==> config.mk <==
export PLATFORM = sky130hd
export DESIGN_NAME = fault_interrupt_and_write_lock
export DESIGN_NICKNAME = d
export VERILOG_FILES = /design/src/fault_irq_pkg.sv /design/src/fault_interrupt_and_write_lock.sv
export SDC_FILE = /design/constraint.sdc
export NUM_CORES = 1
export LEC_CHECK = 0
export BUFFER_PORTS_ARGS = -buffer_cell sky130_fd_sc_hd__buf_4
export CELL_PAD_IN_SITES_DETAIL_PLACEMENT = 1
export CELL_PAD_IN_SITES_GLOBAL_PLACEMENT = 1
export CORE_MARGIN = 4
export CORE_UTILIZATION = 39
export DETAILED_ROUTE_END_ITERATION = 12
export PLACE_DENSITY = 0.88
export SLEW_MARGIN = 15
export SYNTH_ARGS = -nofsm -noshare
export SYNTH_HDL_FRONTEND = slang
export SYNTH_SLANG_ARGS = --single-unit
==> constraint.sdc <==
create_clock -name aclk -period 4.1 [get_ports aclk]
set_input_delay 1.025 -clock aclk [delete_from_list [all_inputs] [get_ports aclk]]
set_output_delay 1.025 -clock aclk [all_outputs]
set_load 0.01 [all_outputs]
==> src/fault_irq_pkg.sv <==
// Constants, types and register map for the fault interrupt and write lock block.
// Assumes a 50 MHz system clock and AXI4-Lite register access with 8-bit addresses.
package fault_irq_pkg;

  // ****************************************************************
  // Clock and timing
  // ****************************************************************
  localparam int CLK_HZ = 50_000_000;
  localparam int UNDERVOLTAGE_LOCKOUT_FLAG_DELAY_MS = 25;
  localparam int UNDERVOLTAGE_LOCKOUT_FLAG_DELAY_CYCLES = UNDERVOLTAGE_LOCKOUT_FLAG_DELAY_MS * (CLK_HZ / 1000);
  localparam int UNDERVOLTAGE_LOCKOUT_FLAG_CNT_W = 21;

  // ****************************************************************
  // Register indices; byte address is four times the index
  // ****************************************************************
  localparam int AXI_ADDR_W = 8;
  localparam logic [5:0] FAULT_STATUS_IDX = 6'h0C;
  localparam logic [5:0] FAULT_MASK_IDX = 6'h0D;
  localparam logic [5:0] WRITE_UNLOCK_KEY_IDX = 6'h10;
  localparam logic [5:0] SYSTEM_CONFIG_IDX = 6'h11;
  localparam logic [5:0] REGULATOR_CONTROL_IDX = 6'h12;

  // ****************************************************************
  // Field positions and values
  // ****************************************************************
  localparam int STAT_UNDERVOLTAGE_LOCKOUT_FLAG_BIT = 3;
  localparam int STAT_DISPLAY_BIT = 4;
  localparam int CFG_NVM_BIT = 2;
  localparam int CFG_MAP_BIT = 0;
  localparam logic [7:0] CFG_WRITE_MASK = 8'h07;
  localparam logic [7:0] KEY_FIRST = 8'hBA;
  localparam logic [7:0] KEY_SECOND = 8'hBE;
  localparam logic [7:0] KEY_LOCK = 8'h00;
  localparam logic [7:0] KEY_READ_LOCKED = 8'h00;
  localparam logic [7:0] KEY_READ_OPEN = 8'h01;
  localparam logic [7:0] MASK_RESET = 8'h00;
  localparam logic [7:0] CFG_RESET = 8'h00;
  localparam logic [7:0] STATUS_RESET = 8'h00;
  localparam logic [1:0] RESP_OKAY = 2'h0;
  localparam logic [1:0] RESP_SLVERR = 2'h2;

  // ****************************************************************
  // Types
  // ****************************************************************
  typedef struct packed {
    logic led_supply_overvoltage;
    logic six_volt_rail_fault;
    logic projector_on_request_n;
    logic display_regulator_fault;
    logic undervoltage_lockout;
    logic supply_low_warning;
    logic thermal_shutdown;
    logic die_overtemp_warning;
  } fault_inputs_type;

  typedef enum logic [3:0] {
    MODE_NORMAL = 4'b0001,
    MODE_STANDBY = 4'b0010,
    MODE_OFF = 4'b0100,
    MODE_RESET = 4'b1000
  } device_mode_type;

  typedef enum logic [2:0] {
    KEY_LOCKED = 3'b001,
    KEY_ARMED = 3'b010,
    KEY_OPEN = 3'b100
  } key_state_type;

endpackage

==> src/fault_interrupt_and_write_lock.sv <==
// Fault status, interrupt mask, write lock and system configuration registers.
// Assumes fault inputs are synchronous to aclk and a single AXI4-Lite master.
//
// The AXI4-Lite slave port was chosen for this implementation.
`timescale 1ns/1ns

// Contract
// - Bit 7 follows LED supply overvoltage
// - Bit 6 follows six volt rail fault
// - Bit 4 regulator fault; STANDBY, clear enable
// - Bit 2 low supply warning only
// - Bit 1 thermal shutdown; STANDBY, enable kept
// - Bit 0 die overtemperature warning only
// - Status register read-only, all eight bits
// - Mask bit one blocks its interrupt
// - Mask bit zero lets flag interrupt
// - Writing zero key locks again
// - Key read gives lock state, not data
// - Protected registers readable whatever the lock state; every read gives zero in RESET
// - Config layout: reserved zeros, program, map
// - Key register resets locked
// - Map bit selects switch mapping
module fault_interrupt_and_write_lock #(
  parameter int UNDERVOLTAGE_LOCKOUT_FLAG_DELAY = fault_irq_pkg::UNDERVOLTAGE_LOCKOUT_FLAG_DELAY_CYCLES
) (
  input wire logic aclk,
  input wire logic aresetn,
  input wire logic awvalid,
  output logic awready,
  input wire logic [fault_irq_pkg::AXI_ADDR_W-1:0] awaddr,
  input wire logic [2:0] awprot,
  input wire logic wvalid,
  output logic wready,
  input wire logic [31:0] wdata,
  input wire logic [3:0] wstrb,
  output logic bvalid,
  input wire logic bready,
  output logic [1:0] bresp,
  input wire logic arvalid,
  output logic arready,
  input wire logic [fault_irq_pkg::AXI_ADDR_W-1:0] araddr,
  input wire logic [2:0] arprot,
  output logic rvalid,
  input wire logic rready,
  output logic [31:0] rdata,
  output logic [1:0] rresp,
  input wire fault_irq_pkg::fault_inputs_type fault_inputs,
  output logic interrupt_out_n,
  output logic display_regulator_enable,
  output logic nvm_commit_control,
  output logic switch_map_select,
  output fault_irq_pkg::device_mode_type device_mode
);
  import fault_irq_pkg::*;

  // ****************************************************************
  // State
  // ****************************************************************
  logic [7:0] status_r;
  logic [7:0] mask_r;
  logic [7:0] config_r;
  logic enable_r;
  logic enable_nxt;
  key_state_type key_r;
  key_state_type key_nxt;
  device_mode_type mode_r;
  device_mode_type mode_nxt;
  logic [UNDERVOLTAGE_LOCKOUT_FLAG_CNT_W-1:0] undervoltage_lockout_flag_cnt_r;
  logic undervoltage_lockout_flag_expired_r;
  logic irq_n_r;
  logic awready_r;
  logic wready_r;
  logic arready_r;
  logic [5:0] wr_idx_r;
  logic [7:0] wr_data_r;
  logic wr_lane_r;
  logic bvalid_r;
  logic [1:0] bresp_r;
  logic rvalid_r;
  logic [31:0] rdata_r;
  logic [1:0] rresp_r;

  // ****************************************************************
  // Decode
  // ****************************************************************
  // Ready low with no response pending means that item is held
  wire aw_take = awvalid && awready_r;
  wire w_take = wvalid && wready_r;
  wire wr_fire = !awready_r && !wready_r && !bvalid_r;
  wire ar_take = arvalid && arready_r;
  wire port_on = (mode_r != MODE_RESET);
  wire wr_is_status = (wr_idx_r == FAULT_STATUS_IDX);
  wire wr_is_mask = (wr_idx_r == FAULT_MASK_IDX);
  wire wr_is_key = (wr_idx_r == WRITE_UNLOCK_KEY_IDX);
  wire wr_is_cfg = (wr_idx_r == SYSTEM_CONFIG_IDX);
  wire wr_is_ctrl = (wr_idx_r == REGULATOR_CONTROL_IDX);
  wire wr_mapped = wr_is_status || wr_is_mask || wr_is_key || wr_is_cfg || wr_is_ctrl;
  // AXI4-Lite port is dead in RESET: writes are answered but have no effect
  wire wr_ok = wr_fire && wr_mapped && port_on && wr_lane_r;
  wire unlocked = (key_r == KEY_OPEN);
  wire [5:0] rd_idx = araddr[7:2];
  wire rd_is_status = (rd_idx == FAULT_STATUS_IDX);
  wire rd_is_mask = (rd_idx == FAULT_MASK_IDX);
  wire rd_is_key = (rd_idx == WRITE_UNLOCK_KEY_IDX);
  wire rd_is_cfg = (rd_idx == SYSTEM_CONFIG_IDX);
  wire rd_is_ctrl = (rd_idx == REGULATOR_CONTROL_IDX);
  wire rd_mapped = rd_is_status || rd_is_mask || rd_is_key || rd_is_cfg || rd_is_ctrl;
  wire [7:0] key_view = unlocked ? KEY_READ_OPEN : KEY_READ_LOCKED;
  // Protected registers read the same whatever the lock state
  wire [7:0] rd_byte = !port_on ? 8'h00 :
                       rd_is_status ? status_r :
                       rd_is_mask ? mask_r :
                       rd_is_key ? key_view :
                       rd_is_cfg ? (config_r & CFG_WRITE_MASK) :
                       rd_is_ctrl ? {7'h00, enable_r} : 8'h00;
  wire [7:0] fault_vec = {fault_inputs.led_supply_overvoltage,
                          fault_inputs.six_volt_rail_fault,
                          !fault_inputs.projector_on_request_n,
                          fault_inputs.display_regulator_fault,
                          fault_inputs.undervoltage_lockout,
                          fault_inputs.supply_low_warning,
                          fault_inputs.thermal_shutdown,
                          fault_inputs.die_overtemp_warning};
  wire irq_nxt = |(status_r & ~mask_r);
  wire undervoltage_lockout_flag_done = (undervoltage_lockout_flag_cnt_r == UNDERVOLTAGE_LOCKOUT_FLAG_CNT_W'(UNDERVOLTAGE_LOCKOUT_FLAG_DELAY - 1));

  // ****************************************************************
  // Write lock sequence
  // ****************************************************************
  always_comb begin
    key_nxt = key_r;
    if (wr_ok && wr_is_key) begin
      if (wr_data_r == KEY_LOCK) begin
        key_nxt = KEY_LOCKED;
      end else begin
        case (key_r)
          KEY_LOCKED: key_nxt = (wr_data_r == KEY_FIRST) ? KEY_ARMED : KEY_LOCKED;
          // Second byte must come right after the first
          KEY_ARMED: key_nxt = (wr_data_r == KEY_SECOND) ? KEY_OPEN : KEY_LOCKED;
          KEY_OPEN: key_nxt = KEY_OPEN;
          default: key_nxt = KEY_LOCKED;
        endcase
      end
    end else if (wr_ok && key_r == KEY_ARMED) begin
      key_nxt = KEY_LOCKED;
    end
  end

  // ****************************************************************
  // Regulator enable and operating mode
  // ****************************************************************
  always_comb begin
    enable_nxt = enable_r;
    if (wr_ok && wr_is_ctrl && unlocked) begin
      enable_nxt = wr_data_r[0];
    end
    // Hardware fault wins over a software set in the same cycle
    if (status_r[STAT_DISPLAY_BIT] || status_r[STAT_UNDERVOLTAGE_LOCKOUT_FLAG_BIT]) begin
      enable_nxt = 1'b0;
    end
  end

  always_comb begin
    case (1'b1)
      undervoltage_lockout_flag_expired_r: mode_nxt = MODE_RESET;
      status_r[5]: mode_nxt = MODE_OFF;
      status_r[4]: mode_nxt = MODE_STANDBY;
      status_r[1]: mode_nxt = MODE_STANDBY;
      default: mode_nxt = MODE_NORMAL;
    endcase
  end

  // ****************************************************************
  // Registers
  // ****************************************************************
  always_ff @(posedge aclk) begin
    if (!aresetn) begin
      status_r <= STATUS_RESET;
      irq_n_r <= 1'b1;
    end else begin
      // Live flags, no software write path
      status_r <= fault_vec;
      irq_n_r <= !irq_nxt;
    end
  end

  always_ff @(posedge aclk) begin
    if (!aresetn) begin
      mask_r <= MASK_RESET;
      config_r <= CFG_RESET;
      key_r <= KEY_LOCKED;
      enable_r <= 1'b0;
    end else begin
      if (wr_ok && wr_is_mask) begin
        mask_r <= wr_data_r;
      end
      // Reserved bit 1 is stored as written; host keeps it zero
      if (wr_ok && wr_is_cfg && unlocked) begin
        config_r <= wr_data_r & CFG_WRITE_MASK;
      end
      key_r <= key_nxt;
      enable_r <= enable_nxt;
    end
  end

  // Counts only while undervoltage persists; a dropout restarts it
  always_ff @(posedge aclk) begin
    if (!aresetn) begin
      undervoltage_lockout_flag_cnt_r <= '0;
      undervoltage_lockout_flag_expired_r <= 1'b0;
      mode_r <= MODE_NORMAL;
    end else begin
      if (!status_r[STAT_UNDERVOLTAGE_LOCKOUT_FLAG_BIT]) begin
        undervoltage_lockout_flag_cnt_r <= '0;
        undervoltage_lockout_flag_expired_r <= 1'b0;
      end else if (!undervoltage_lockout_flag_expired_r) begin
        undervoltage_lockout_flag_cnt_r <= undervoltage_lockout_flag_cnt_r + UNDERVOLTAGE_LOCKOUT_FLAG_CNT_W'(1);
        undervoltage_lockout_flag_expired_r <= undervoltage_lockout_flag_done;
      end
      mode_r <= mode_nxt;
    end
  end

  // ****************************************************************
  // AXI4-Lite slave
  // ****************************************************************
  always_ff @(posedge aclk) begin
    if (!aresetn) begin
      awready_r <= 1'b1;
      wready_r <= 1'b1;
      wr_idx_r <= 6'h00;
      wr_data_r <= 8'h00;
      wr_lane_r <= 1'b0;
      bvalid_r <= 1'b0;
      bresp_r <= RESP_OKAY;
    end else begin
      if (aw_take) begin
        awready_r <= 1'b0;
        wr_idx_r <= awaddr[7:2];
      end
      if (w_take) begin
        wready_r <= 1'b0;
        wr_data_r <= wdata[7:0];
        wr_lane_r <= wstrb[0];
      end
      if (wr_fire) begin
        bvalid_r <= 1'b1;
        bresp_r <= wr_mapped ? RESP_OKAY : RESP_SLVERR;
      end else if (bvalid_r && bready) begin
        bvalid_r <= 1'b0;
        awready_r <= 1'b1;
        wready_r <= 1'b1;
      end
    end
  end

  always_ff @(posedge aclk) begin
    if (!aresetn) begin
      rvalid_r <= 1'b0;
      arready_r <= 1'b1;
      rdata_r <= 32'h0000_0000;
      rresp_r <= RESP_OKAY;
    end else if (ar_take) begin
      rvalid_r <= 1'b1;
      arready_r <= 1'b0;
      rdata_r <= {24'h00_0000, rd_byte};
      rresp_r <= rd_mapped ? RESP_OKAY : RESP_SLVERR;
    end else if (rvalid_r && rready) begin
      rvalid_r <= 1'b0;
      arready_r <= 1'b1;
    end
  end

  // ****************************************************************
  // Outputs
  // ****************************************************************
  assign awready = awready_r;
  assign wready = wready_r;
  assign bvalid = bvalid_r;
  assign bresp = bresp_r;
  assign arready = arready_r;
  assign rvalid = rvalid_r;
  assign rdata = rdata_r;
  assign rresp = rresp_r;
  assign interrupt_out_n = irq_n_r;
  assign display_regulator_enable = enable_r;
  assign nvm_commit_control = config_r[CFG_NVM_BIT];
  assign switch_map_select = config_r[CFG_MAP_BIT];
  assign device_mode = mode_r;
endmodule

==> summary.txt <==
Status
  – Outcome: complete, no violations

Floorplanning
  – Die area: roughly 11000 µm²
  – # IOs: around 120
  – Core area: 9280 µm²
  – Site Rows: 35
  – Initial Util: 40.3%
  – Die Wd: 106 µm
  – Die height: 106 µm

Critical path
  – CP endpoint: device_mode[1]$_SDFF_PP0_
  – Crit Path Class: input port to flip-flop
  – Critical path arrival: roughly 3 ns
  – Setup crit start: aresetn
  – Crit-path max FO: 39
  – Worst path required time: 4.29 ns
  – R2r worst-path depth: 4
  – FF-to-FF End: key_r[2]$_SDFFE_PN0P_
  – R2R Setup Slk: 1.89 ns
  – Crit path capture type: flip-flop
  – CP Launch Type: input port
  – Worst reg2reg path startpoint: wready$_SDFF_PN1_

Hold path
  – Hold path cells: 2
  – Min-Delay Startpoint: wr_lane_r$_SDFFE_PN0P_
  – Worst hold path type: flip-flop to flip-flop

Synth
  – Post-synthesis sequential area ratio: 42.8%
  – Most frequent cell after synthesis: dfxtp_1
  – Synth Area per Inst: 8.30 µm²
  – Async SR Flop Fraction: 0%
  – Post-Syn Area: 3740 µm²
  – Top_reg_cell synth: dfxtp_1
  – Area share of the largest cell type after synthesis: 42.8%
  – Synth top cells by count: dfxtp_1 (80), nand3_1 (53), a21oi_1 (47), nand2_1 (38), buf_4 (26)
  – Post-synthesis register bit count: 80
  – Number of synthesized flops with an enable pin: 0
  – Cells after Synth: 451
  – Leading area contributor after synthesis: dfxtp_1
  – Synth warn: 0
  – Synth area leaders: dfxtp_1 (43%), nand3_1 (7.1%), a21oi_1 (6.3%)
  – Count of cell types in the netlist: between 50 and 60

Final layout
  – Total Nets Final: 574
  – Diode count: 0
  – Fillcell total: 1159
  – Reg area: 1600 µm²
  – Multi-input gate area: 1890 µm²
  – Layout area overhead: 16.7%
  – Layout cell share with drive strength beyond 1: 16.7%
  – Final std cells w/o fill: 633

Clocking
  – Worst-path clk slew: 0.08 ns
  – Clock tree buffer depth: 2
  – CTS Hold Buffers Added: 0
  – Worst-Skew Late Latency: 0.35 ns
  – CTS sink count: 80
  – Root buffer cell: clkbuf_8
  – CTS tree: done
  – Setup Fix Bufs, Post-CTS: 0
  – CTS resizes: 0
  – TritonCTS Buffers: 9
  – H-tree levels: 3

Drt
  – DRT iter0 DRCs: 98
  – Via-per-instance ratio: approximately 5.4
  – Vias after detailed routing: 3407
  – TritonRoute pass-1 iters: 4
  – Routed WL: 10.4 mm
  – Post-route DRC: 0
  – Routed Antenna Nets: 0
  – Drt wl/cell: 16.4 µm

GRT
  – Via count of the first global-routing pass: ~3500
  – Initial antenna violation count: 0
  – Largest net degree at the start of global routing: 40
  – Total GRT Usage: 19.1%
  – GRT overflow: 0
  – First-pass GRT wire length: 17.4 mm

Power and ir drop
  – Peak supply drop: 0.212 mV
  – Total Power: 1530 µW
  – Pwr Density: 351 nW/µm²
  – Pleak: 0.00167 µW

Timing
  – RSZ-0062 raised after global routing: false
  – Clock skew: about 0.011 ns
  – Total negative setup slack: 0 ns
  – Slew headroom: roughly 29%
  – Max-slew violation count: 0
  – Endpoints failing hold: 0
  – Least-Margin Pin Slew: between 1 and 1.5 ns
  – Crit path time final: 2.77 ns
  – Top achievable clock speed: about 360 MHz
  – Period utilization: 67.6%
  – Final setup vio count: 0

Placed design
  – PortBufs: 58
  – Final HPWL DP: roughly 7.7 mm
  – Gpl congestion: 0.860
  – Dpl cells: 618

Flow run
  – Max Cap Viol: 0
power by group:
part	total (µW)	leakage, µW	switching (µW)	internal, µW
logic	131	0.000924	75.6	55.2
clock network	582	0.0000920	285	297
registers	821	0.000652	23.7	797
flip-flops by register name, summed over array words and instances (netlist names), 3 cells and up:
name and flops:
key_r 3, wr_idx_r 6, wr_data_r 8, rdata 8, status_r 8, config_r 3
device_mode 4, mask_r 8, undervoltage_lockout_flag_cnt_r 21
cells by family (layout without fill, tap and decap cells):
family / count (synthesis) / in the layout / synth area share [%]
simple gates: 191 / 191 / 28.6
compound gates: 101 / 101 / 16.2
flops: 80 / 80 / 42.8
buf+inv: 66 / 94 / 9.33
xor+xnor: 10 / 10 / 2.34
fa+ha+maj: 1 / 1 / 0.334
other cells: 1 / 26 / 0.100
mux: 1 / 1 / 0.268
metal layers:
layer  global-route usage [%]  part of all wire (%)  wire, µm
met2                     32.7                    50      5140
met3                     4.55                   4.2       430
met5                        0                     0         0
met1                     23.7                    44      4570
met4                     5.83                   2.1       216
how the worst min path moves through the flow:
stage                             end  slack [ns]
5_1_grt        wr_lane_r$_SDFFE_PN0P_        0.49
3_5_place_dp    rdata[7]$_SDFFE_PN0P_        0.46
4_1_cts         rdata[7]$_SDFFE_PN0P_        0.47
3_3_place_gp   wr_lane_r$_SDFFE_PN0P_        0.45
2_1_floorplan  wr_lane_r$_SDFFE_PN0P_        0.43
6_report       wr_lane_r$_SDFFE_PN0P_        0.47
per-stage QoR:
step / hold WS, ns / cell area (µm²) / utilization, % / setup WS, ns
finish: 0.468 / 4370 / 47.0 / 1.33
CTS: 0.475 / 4370 / 47.0 / 1.83
global route: 0.494 / 4370 / 47.0 / 1.17
global placement: 0.446 / 4170 / 44.9 / 1.53
detailed placement: 0.464 / 4170 / 44.9 / 1.46
floorplan: 0.432 / 3830 / - / 1.87
layout make-up:
class	instances	area share [%]
multi-input cells	330	43.3
flip-flops and latches	80	36.7
repair buffers	59	10.1
well taps	129	3.70
clock buffers	11	3.24
inverters	20	1.72
clock inverters	4	1.23
layout by cell type (no fill, tap or decap), types with 6 or more instances in the layout:
master / count
clkbuf_8: 10
nand3_1: 53
nand2_1: 38
a21oi_1: 47
nor4_1: 6
and3_1: 7
and2_1: 12
nand4_1: 7
buf_4: 59
nor3_1: 6
inv_1: 19
conb_1: 26
o21ai_0: 23
nor2_1: 21
dfxtp_1: 80
worst max-delay path, stage by stage:
cell,delay (ns)
buf_4,0.24
clkinv_1,0.88
a2111oi_0,0.81
No activity file was read; power rests on OpenSTA's default activity.
